[src/rtl/mau_params.svh]
`ifndef MAU_PARAMS_SVH
`define MAU_PARAMS_SVH

`define MAU_PHYS_W 20
`define MAU_RESET_SEG 16'hFFFF
`define MAU_RESET_OFF 16'h0000
`define MAU_RESET_VECTOR 20'hF_FFF0
`define MAU_STARTUP_TOP 20'hF_FFFF
`define MAU_VECTOR_TOP 20'h0_03FF
`define MAU_VECTOR_SEG 16'h0000
`define MAU_VECTOR_COUNT 256
`define MAU_BYTES_BYTE 3'h1
`define MAU_BYTES_WORD 3'h2
`define MAU_BYTES_VECTOR 3'h4
`define MAU_STAT_FETCH 3'h4
`define MAU_STAT_READ 3'h5
`define MAU_STAT_WRITE 3'h6
`define MAU_STAT_PASSIVE 3'h7

`endif

[src/rtl/mau_pkg.sv]
package mau_pkg;
  typedef enum logic [2:0] {
    MAU_REF_FETCH,
    MAU_REF_STACK,
    MAU_REF_FRAME,
    MAU_REF_DATA,
    MAU_REF_STRDST,
    MAU_REF_VECTOR
  } mau_ref_e;

  typedef enum logic [1:0] {
    MAU_SEG_CODE,
    MAU_SEG_STACK,
    MAU_SEG_DATA,
    MAU_SEG_EXTRA
  } mau_seg_e;

  typedef enum {MAU_T_IDLE, MAU_T_T1, MAU_T_T2, MAU_T_T3, MAU_T_T4} mau_bus_e;

  typedef enum {MAU_RG_IDLE, MAU_RG_GRANT, MAU_RG_HELD} mau_rg_e;
endpackage

[src/rtl/mau_addr_unit.sv]
`timescale 1ns/1ps
`include "mau_params.svh"

// Summary of operation
// - word low byte goes to the lower address, high byte to the next
// - words at any alignment run as two successive byte bus cycles
// - first fetch after reset comes from physical address FFFF0H
// - interrupt pointers come from a 256-entry table below 00400H
// - static strap picks own bus controls (high) or coded status (low)
// - instruction fetches other than the startup fetch use the code segment, never overridden
// - stack accesses use the stack segment; frame-base references use it unless an override is given
// - data references use the data segment unless an override is given
// - string destinations use the extra segment
// - minimum mode drives transceiver enable, direction and address latch strobe
// - maximum mode emits cycle type on three status outputs for a bus controller
// - maximum mode provides lock, queue status and two request/grant lines
// - physical address is 20 bits over one linear megabyte
// - segments span 64K bytes and start on 16-byte boundaries
module mau_addr_unit
  import mau_pkg::*;
#(
  parameter int PHYS_W = `MAU_PHYS_W
) (
  input wire logic clock,
  input wire logic rst,
  input wire logic configModeStrap,
  input wire logic [15:0] codeSegment,
  input wire logic [15:0] stackSegment,
  input wire logic [15:0] dataSegment,
  input wire logic [15:0] extraSegment,
  input wire logic reqValid,
  output logic reqReady,
  input wire mau_ref_e reqKind,
  input wire logic reqWord,
  input wire logic reqWrite,
  input wire logic [15:0] reqOffset,
  input wire logic [15:0] reqWriteData,
  input wire logic [7:0] reqIntType,
  input wire logic reqOverride,
  input wire mau_seg_e reqOverrideSeg,
  output logic respValid,
  output logic [15:0] respData,
  output logic [15:0] respSegment,
  output logic [PHYS_W-1:0] busAddr,
  output logic [7:0] busDataOut,
  output logic busDataOe,
  input wire logic [7:0] busDataIn,
  input wire logic busReady,
  output logic addrLatchStrobe,
  output logic readStrobe,
  output logic writeStrobe,
  output logic transceiverEnableOut,
  output logic transferDirectionOut,
  output logic cycleStatusBitZero,
  output logic cycleStatusBitOne,
  output logic cycleStatusBitTwo,
  input wire logic lockRequest,
  output logic busLockOut,
  input wire logic [1:0] queueStatusIn,
  output logic [1:0] queueStatusOut,
  input wire logic [1:0] requestGrantLineIn,
  output logic [1:0] requestGrantLineOut,
  output logic [1:0] requestGrantLineOe
);
  if (PHYS_W != 20) begin : g_check
    $error("mau_addr_unit supports only a 20-bit physical address");
  end

  mau_bus_e st_r, st_nxt;
  mau_ref_e kind_r, kind_nxt;
  logic [15:0] seg_r, seg_nxt;
  logic [15:0] off_r, off_nxt;
  logic wr_r, wr_nxt;
  logic [15:0] wdata_r, wdata_nxt;
  logic [2:0] total_r, total_nxt;
  logic [1:0] idx_r, idx_nxt;
  logic [31:0] rdata_r, rdata_nxt;
  logic boot_r, boot_nxt;
  logic [7:0] dout_r, dout_nxt;
  logic doe_r, doe_nxt;
  logic rv_r, rv_nxt;
  logic [15:0] rd_r, rd_nxt;
  logic [15:0] rs_r, rs_nxt;
  logic maxMode_r, maxMode_nxt;
  logic lock_r, lock_nxt;
  logic [1:0] qs_r, qs_nxt;
  mau_rg_e rg_r, rg_nxt;
  logic rgLine_r, rgLine_nxt;
  logic [1:0] pend_r, pend_nxt;
  logic [15:0] selSeg;
  logic [15:0] byteOff;
  logic [2:0] stat;
  logic accept;

  // segment choice per reference kind
  always_comb begin
    selSeg = dataSegment;
    unique case (reqKind)
      MAU_REF_FETCH: selSeg = codeSegment;
      MAU_REF_STACK: selSeg = stackSegment;
      MAU_REF_FRAME: selSeg = stackSegment;
      MAU_REF_DATA: selSeg = dataSegment;
      MAU_REF_STRDST: selSeg = extraSegment;
      MAU_REF_VECTOR: selSeg = `MAU_VECTOR_SEG;
      default: selSeg = dataSegment;
    endcase
    // push/pop, fetch, string destination and vector reads ignore overrides
    if (reqOverride && (reqKind == MAU_REF_DATA || reqKind == MAU_REF_FRAME)) begin
      unique case (reqOverrideSeg)
        MAU_SEG_CODE: selSeg = codeSegment;
        MAU_SEG_STACK: selSeg = stackSegment;
        MAU_SEG_DATA: selSeg = dataSegment;
        MAU_SEG_EXTRA: selSeg = extraSegment;
      endcase
    end
  end

  // offset wraps inside the 64K segment for the second byte of a word
  assign byteOff = off_r + {14'h0000, idx_r};

  mau_phys_addr #(.PHYS_W(PHYS_W)) u_addr (
    .segment(seg_r),
    .offset(byteOff),
    .physAddr(busAddr)
  );

  // requests wait while a grant is out or the startup fetch is pending
  assign reqReady = (st_r == MAU_T_IDLE) && !boot_r && (rg_r == MAU_RG_IDLE);
  assign accept = reqValid && reqReady;

  always_comb begin
    st_nxt = st_r;
    kind_nxt = kind_r;
    seg_nxt = seg_r;
    off_nxt = off_r;
    wr_nxt = wr_r;
    wdata_nxt = wdata_r;
    total_nxt = total_r;
    idx_nxt = idx_r;
    rdata_nxt = rdata_r;
    boot_nxt = boot_r;
    dout_nxt = dout_r;
    doe_nxt = doe_r;
    rv_nxt = 1'b0;
    rd_nxt = rd_r;
    rs_nxt = rs_r;
    unique case (st_r)
      MAU_T_IDLE: begin
        if (boot_r && rg_r == MAU_RG_IDLE) begin
          st_nxt = MAU_T_T1;
          kind_nxt = MAU_REF_FETCH;
          seg_nxt = `MAU_RESET_SEG;
          off_nxt = `MAU_RESET_OFF;
          wr_nxt = 1'b0;
          total_nxt = `MAU_BYTES_BYTE;
          idx_nxt = 2'h0;
          rdata_nxt = 32'h0000_0000;
          boot_nxt = 1'b0;
        end else if (accept) begin
          st_nxt = MAU_T_T1;
          kind_nxt = reqKind;
          seg_nxt = selSeg;
          idx_nxt = 2'h0;
          rdata_nxt = 32'h0000_0000;
          wdata_nxt = reqWriteData;
          if (reqKind == MAU_REF_VECTOR) begin
            off_nxt = {6'h00, reqIntType, 2'h0};
            wr_nxt = 1'b0;
            total_nxt = `MAU_BYTES_VECTOR;
          end else begin
            off_nxt = reqOffset;
            wr_nxt = reqWrite && (reqKind != MAU_REF_FETCH);
            total_nxt = reqWord ? `MAU_BYTES_WORD : `MAU_BYTES_BYTE;
          end
        end
      end
      MAU_T_T1: begin
        st_nxt = MAU_T_T2;
        dout_nxt = idx_r[0] ? wdata_r[15:8] : wdata_r[7:0];
        doe_nxt = wr_r;
      end
      MAU_T_T2: st_nxt = MAU_T_T3;
      MAU_T_T3: begin
        if (busReady) begin
          st_nxt = MAU_T_T4;
          if (!wr_r) begin
            rdata_nxt[{idx_r, 3'b000} +: 8] = busDataIn;
          end
        end
      end
      MAU_T_T4: begin
        doe_nxt = 1'b0;
        if ({1'b0, idx_r} + 3'h1 == total_r) begin
          st_nxt = MAU_T_IDLE;
          rv_nxt = 1'b1;
          rd_nxt = rdata_r[15:0];
          rs_nxt = rdata_r[31:16];
        end else begin
          st_nxt = MAU_T_T1;
          idx_nxt = idx_r + 2'h1;
        end
      end
    endcase
  end

  always_ff @(posedge clock) begin
    if (rst) begin
      st_r <= MAU_T_IDLE;
      kind_r <= MAU_REF_FETCH;
      seg_r <= 16'h0000;
      off_r <= 16'h0000;
      wr_r <= 1'b0;
      wdata_r <= 16'h0000;
      total_r <= 3'h0;
      idx_r <= 2'h0;
      rdata_r <= 32'h0000_0000;
      boot_r <= 1'b1;
      dout_r <= 8'h00;
      doe_r <= 1'b0;
      rv_r <= 1'b0;
      rd_r <= 16'h0000;
      rs_r <= 16'h0000;
    end else begin
      st_r <= st_nxt;
      kind_r <= kind_nxt;
      seg_r <= seg_nxt;
      off_r <= off_nxt;
      wr_r <= wr_nxt;
      wdata_r <= wdata_nxt;
      total_r <= total_nxt;
      idx_r <= idx_nxt;
      rdata_r <= rdata_nxt;
      boot_r <= boot_nxt;
      dout_r <= dout_nxt;
      doe_r <= doe_nxt;
      rv_r <= rv_nxt;
      rd_r <= rd_nxt;
      rs_r <= rs_nxt;
    end
  end

  assign busDataOut = dout_r;
  assign busDataOe = doe_r;
  assign respValid = rv_r;
  assign respData = rd_r;
  assign respSegment = rs_r;

  // minimum mode: the unit makes its own strobes and buffer controls
  assign addrLatchStrobe = !maxMode_r && (st_r == MAU_T_T1);
  assign readStrobe = !maxMode_r && !wr_r && (st_r == MAU_T_T2 || st_r == MAU_T_T3);
  assign writeStrobe = !maxMode_r && wr_r && (st_r == MAU_T_T2 || st_r == MAU_T_T3);
  assign transceiverEnableOut = !maxMode_r && (st_r == MAU_T_T2 || st_r == MAU_T_T3);
  assign transferDirectionOut = !maxMode_r && wr_r && (st_r != MAU_T_IDLE);

  // maximum mode: coded cycle type, passive in T4 and idle
  always_comb begin
    stat = `MAU_STAT_PASSIVE;
    if (maxMode_r && (st_r == MAU_T_T1 || st_r == MAU_T_T2 || st_r == MAU_T_T3)) begin
      if (wr_r) begin
        stat = `MAU_STAT_WRITE;
      end else if (kind_r == MAU_REF_FETCH) begin
        stat = `MAU_STAT_FETCH;
      end else begin
        stat = `MAU_STAT_READ;
      end
    end
  end
  assign cycleStatusBitZero = stat[0];
  assign cycleStatusBitOne = stat[1];
  assign cycleStatusBitTwo = stat[2];

  // strap is static, so a plain registered copy is enough; reset reads as minimum mode
  always_comb begin
    maxMode_nxt = !configModeStrap;
    lock_nxt = maxMode_r && lockRequest;
    qs_nxt = maxMode_r ? queueStatusIn : 2'h0;
    // a new request pulse wins over the clear of its pending bit
    pend_nxt = pend_r;
    rg_nxt = rg_r;
    rgLine_nxt = rgLine_r;
    unique case (rg_r)
      MAU_RG_IDLE: begin
        // requests under lock are held and served once the lock drops
        if (maxMode_r && !lock_r && st_r == MAU_T_IDLE && pend_r != 2'h0) begin
          rg_nxt = MAU_RG_GRANT;
          rgLine_nxt = !pend_r[0];
          pend_nxt[!pend_r[0]] = 1'b0;
        end
      end
      MAU_RG_GRANT: rg_nxt = MAU_RG_HELD;
      MAU_RG_HELD: begin
        if (requestGrantLineIn[rgLine_r]) begin
          rg_nxt = MAU_RG_IDLE;
        end
      end
    endcase
    if (maxMode_r) begin
      for (int i = 0; i < 2; i++) begin
        if (requestGrantLineIn[i] && !(rg_r == MAU_RG_HELD && rgLine_r == i[0])) begin
          pend_nxt[i] = 1'b1;
        end
      end
    end
  end

  always_ff @(posedge clock) begin
    if (rst) begin
      maxMode_r <= 1'b0;
      lock_r <= 1'b0;
      qs_r <= 2'h0;
      pend_r <= 2'h0;
      rg_r <= MAU_RG_IDLE;
      rgLine_r <= 1'b0;
    end else begin
      maxMode_r <= maxMode_nxt;
      lock_r <= lock_nxt;
      qs_r <= qs_nxt;
      pend_r <= pend_nxt;
      rg_r <= rg_nxt;
      rgLine_r <= rgLine_nxt;
    end
  end

  assign busLockOut = lock_r;
  assign queueStatusOut = qs_r;
  assign requestGrantLineOut = (rg_r == MAU_RG_GRANT) ? (rgLine_r ? 2'h2 : 2'h1) : 2'h0;
  assign requestGrantLineOe = requestGrantLineOut;
endmodule

[src/rtl/mau_phys_addr.sv]
`timescale 1ns/1ps
`include "mau_params.svh"

module mau_phys_addr
  import mau_pkg::*;
#(
  parameter int PHYS_W = `MAU_PHYS_W
) (
  input wire logic [15:0] segment,
  input wire logic [15:0] offset,
  output logic [PHYS_W-1:0] physAddr
);
  if (PHYS_W != 20) begin : g_check
    $error("mau_phys_addr supports only a 20-bit physical address");
  end

  // carry out of bit 19 is dropped, so addresses wrap at the top of the megabyte
  assign physAddr = {segment, 4'h0} + {4'h0, offset};
endmodule

[config.mk]
export PLATFORM = sky130hd
export DESIGN_NAME = mau_addr_unit
export DESIGN_NICKNAME = d
export VERILOG_FILES = /design/src/rtl/mau_pkg.sv /design/src/rtl/mau_addr_unit.sv /design/src/rtl/mau_phys_addr.sv
export VERILOG_INCLUDE_DIRS = /design/src /design/src/rtl
export SDC_FILE = /design/constraint.sdc
export NUM_CORES = 1
export LEC_CHECK = 0
export BUFFER_PORTS_ARGS = -buffer_cell sky130_fd_sc_hd__buf_4
export CORE_ASPECT_RATIO = 1.75
export CORE_UTILIZATION = 50
export CTS_BUF_LIST = sky130_fd_sc_hd__clkbuf_4 sky130_fd_sc_hd__clkbuf_8
export DETAILED_ROUTE_END_ITERATION = 10
export PLACE_DENSITY = 0.85
export SYNTH_ARGS = -nofsm -noshare
export SYNTH_HDL_FRONTEND = slang
export SYNTH_SLANG_ARGS = --single-unit
export TNS_END_PERCENT = 100
[constraint.sdc]
create_clock -name clock -period 4.25 [get_ports clock]
set_input_delay 0.6375 -clock clock [delete_from_list [all_inputs] [get_ports clock]]
set_output_delay 0.6375 -clock clock [all_outputs]
set_load 0.02 [all_outputs]
==> metrics.csv <==
metric,value,unit
start_kind,register,
timing.final.hold_violations,0,
drt-initial-drc-count,269,
synthArstFlopShare,0,%
syn-cell-area,8190,µm²
grt_pass1_wl,34800,µm
maxCapViolations,0,
antenna_found_initial,0,
drc_errors,0,
endpoint_kind,primary output,
clk_latency,0.43,ns
synth_top_family_by_area,simple AND/OR/NAND/NOR gates,
synth.net_count,1117,
numCtsBuffers,17,
worst_slack,0.147,ns
synth_fa_ha_area_share,4.46,%
r2r_end,wdata_r[14],
multi_input_area,4950,µm²
worst-path-max-fanout,5,
synthMuxAreaShare,10.9,%
place_congestion,0.897,
required,3.61,ns
layout_common_cells,"buf_4 (215), dfxtp_1 (143), nand2_1 (115), nor2_1 (95), a21oi_1 (65)",
final_antenna_net_count,0,
crit_type,register to primary output,
hold_buffers,0,
power-per-cell-area,430,nW/µm²
worst_ir_drop_vdd,0.208,mV
viasPerCell,5.82,
avgSynthCellArea,8.54,µm²
die-area,16900,µm²
core_area,16000,µm²
final_layout_size_suffix_gt1_share,26.1,%
regArea,2880,µm²
ys.warnings.count,0,
synth_xor_area_share,2.89,%
synth_compound_area_share,20.2,%
nets,1277,
htree_levels,4,
routedWlPerCell,16.5,µm
leakage,4.28,nW
firstDrtPassIters,5,
vias,7685,
place_ws,0.352,ns
synth-simple-area-share,21.0,%
cts_root_buf,clkbuf_8,
die_height,171,µm
reg2reg_depth,8,
dp_hpwl,16500,µm
drt_wl_total,21800,µm
min_period_over_period,96.5,%
cts_tree,yes,
grt_pass1_vias,7411,
ys_ff_latch,144,
io-pin-count,208,
area_delta_synth_final,23.7,%
fin_worst_skew,0.0163,ns
synth_edf_count,0,
synth_cells,959,
fin_tns_setup,0,ns
r2r-start,rg_r[1],
die_w,98.7,µm
crit_start,off_r[0],
num_rows,61,
clock-sinks,144,
final.min_clock_period,4.10,ns
start_util,51.3,%
critPathCapture,busAddr[16],
diodes,0,
status,"finished, final reports clean",
seq_area_frac_synth,35.2,%
hold_start,configModeStrap,
fillers,1398,
cts.clk_slew.worst_paths,0.08,ns
grt_max_degree,95,
drv_slew,0,
rrSetupSlack,1.41,ns
clockBufferDepth,2,
final_core_util,63.5,%
ys.flop_type,dfxtp_1,
fmax,0.244,GHz
cp.arrival,3.47,ns
mostFrequentLayoutCell,buf_4,
ys_types,62,
hp-class,input pin to register,
tightest_slew,1.09,ns
max-slew-margin-rel,27.5,%
track_usage,25.8,%
finalSetupViolCount,0,
portBuffers,206,
grt-ovfl-total,0,
[cells in the mapped netlist, types with 4 or more instances]
cell type    n  area share [%]
ha_1        26             4.0
nor2b_1     22             1.7
clkbuf_1    35             1.6
o21ai_0     29             1.8
buf_2       21             1.3
a21o_1       6            0.55
nand3_1     40             2.4
o21a_1      18             1.7
mux2i_1     44             5.4
xnor2_1     15             1.6
mux4_2      16             4.4
a21oi_1     65             4.0
xor2_1      12             1.3
nand2b_1    19             1.5
a22oi_1     17             1.6
nor2_1      96             4.4
buf_1        4            0.18
nor3_1       5            0.31
a211oi_1    56             5.1
a221oi_1    18             1.9
dfxtp_1    144              35
and2_1       6            0.46
nand2_1    115             5.3
o211ai_1     6            0.55
nand3b_1    12             1.1
mux2_2       8             1.1
nor3b_1     14             1.3
buf_4        9            0.83
nand4_1      8            0.61
o41ai_1      6            0.64
and3_1       4            0.31
inv_1       16            0.73
[worst max-delay path: stages (launching register included)]
cell	delay, ns
dfxtp_1	0.32
ha_1	0.23
fa_2	0.35
and3_1	0.22
nand3_2	0.12
nor2_1	0.07
xor2_1	0.14
ha_1	0.37
nor3_2	0.19
nor2_1	0.09
o21a_1	0.22
a2111o_1	0.41
o2111ai_1	0.13
buf_4	0.18
[kinds of logic after synthesis]
group,count (synthesis)
compound gates,244
xor+xnor,27
fa+ha+maj,28
buf+inv,91
flops,144
mux,68
other cells,1
simple gates,356
[power by group]
part	total, W	internal (W)	switching, W	leakage (nW)
Combinational	0.00170	0.000689	0.00101	2.93
Clock	0.000999	0.000475	0.000524	0.177
Sequential	0.00165	0.00150	0.000158	1.17
[cell type report]
type	count	area share [%]
clock inverter	13	1.14
tap	189	2.34
clock buffer	18	2.45
multi-input combinational	724	48.9
timing repair buffer	216	16.1
sequential	144	28.5
inverter	16	0.593
[layer usage]
| metal | track usage (%) | share of wire (%) |
|---|---|---|
| met3 | 4.51 | 4.2 |
| met2 | 50.6 | 56 |
| met4 | 14.0 | 4.6 |
| met5 | 0 | 0 |
| met1 | 25.3 | 35 |
[state kept, by name (all words and copies together), names as in the netlist, 2 cells and up]
register and count:
pend_r 2, off_r 16, kind_r 3, st_r 3, busDataOut 8, seg_r 16, queueStatusOut 2, rg_r 2
respSegment 16, idx_r 2, wdata_r 16, respData 16, total_r 3, rdata_r 32
[what timing repair did]
action | 4_1_cts | 5_1_grt
pin swaps | 0 | 2
endpoints found under the setup margin | 3 | 5
gates resized for setup | 3 | 14
buffers inserted | 0 | 2
[stage by stage]
stage | power (W) | hold WS, ns | std cells | area, µm²
2_1_floorplan | 0.00277 | 0.431 | 959 | 8190
3_3_place_gp | 0.00333 | 0.439 | 1287 | 9680
3_5_place_dp | 0.00336 | 0.445 | 1287 | 9680
4_1_cts | 0.00435 | 0.341 | 1318 | 10000
5_1_grt | 0.00462 | 0.341 | 1320 | 10100
6_report | 0.00435 | 0.362 | 1320 | 10100
[how the worst min path moves through the flow]
stage / endpoint / slack, ns / cells after the start
global placement: rdata_r[7] / 0.44 / 2
CTS: maxMode_r / 0.34 / 2
finish: maxMode_r / 0.36 / 2
floorplan: rdata_r[0] / 0.43 / 2
global route: maxMode_r / 0.34 / 2
detailed placement: rdata_r[6] / 0.44 / 2
Power figures use the tool's default switching activity.
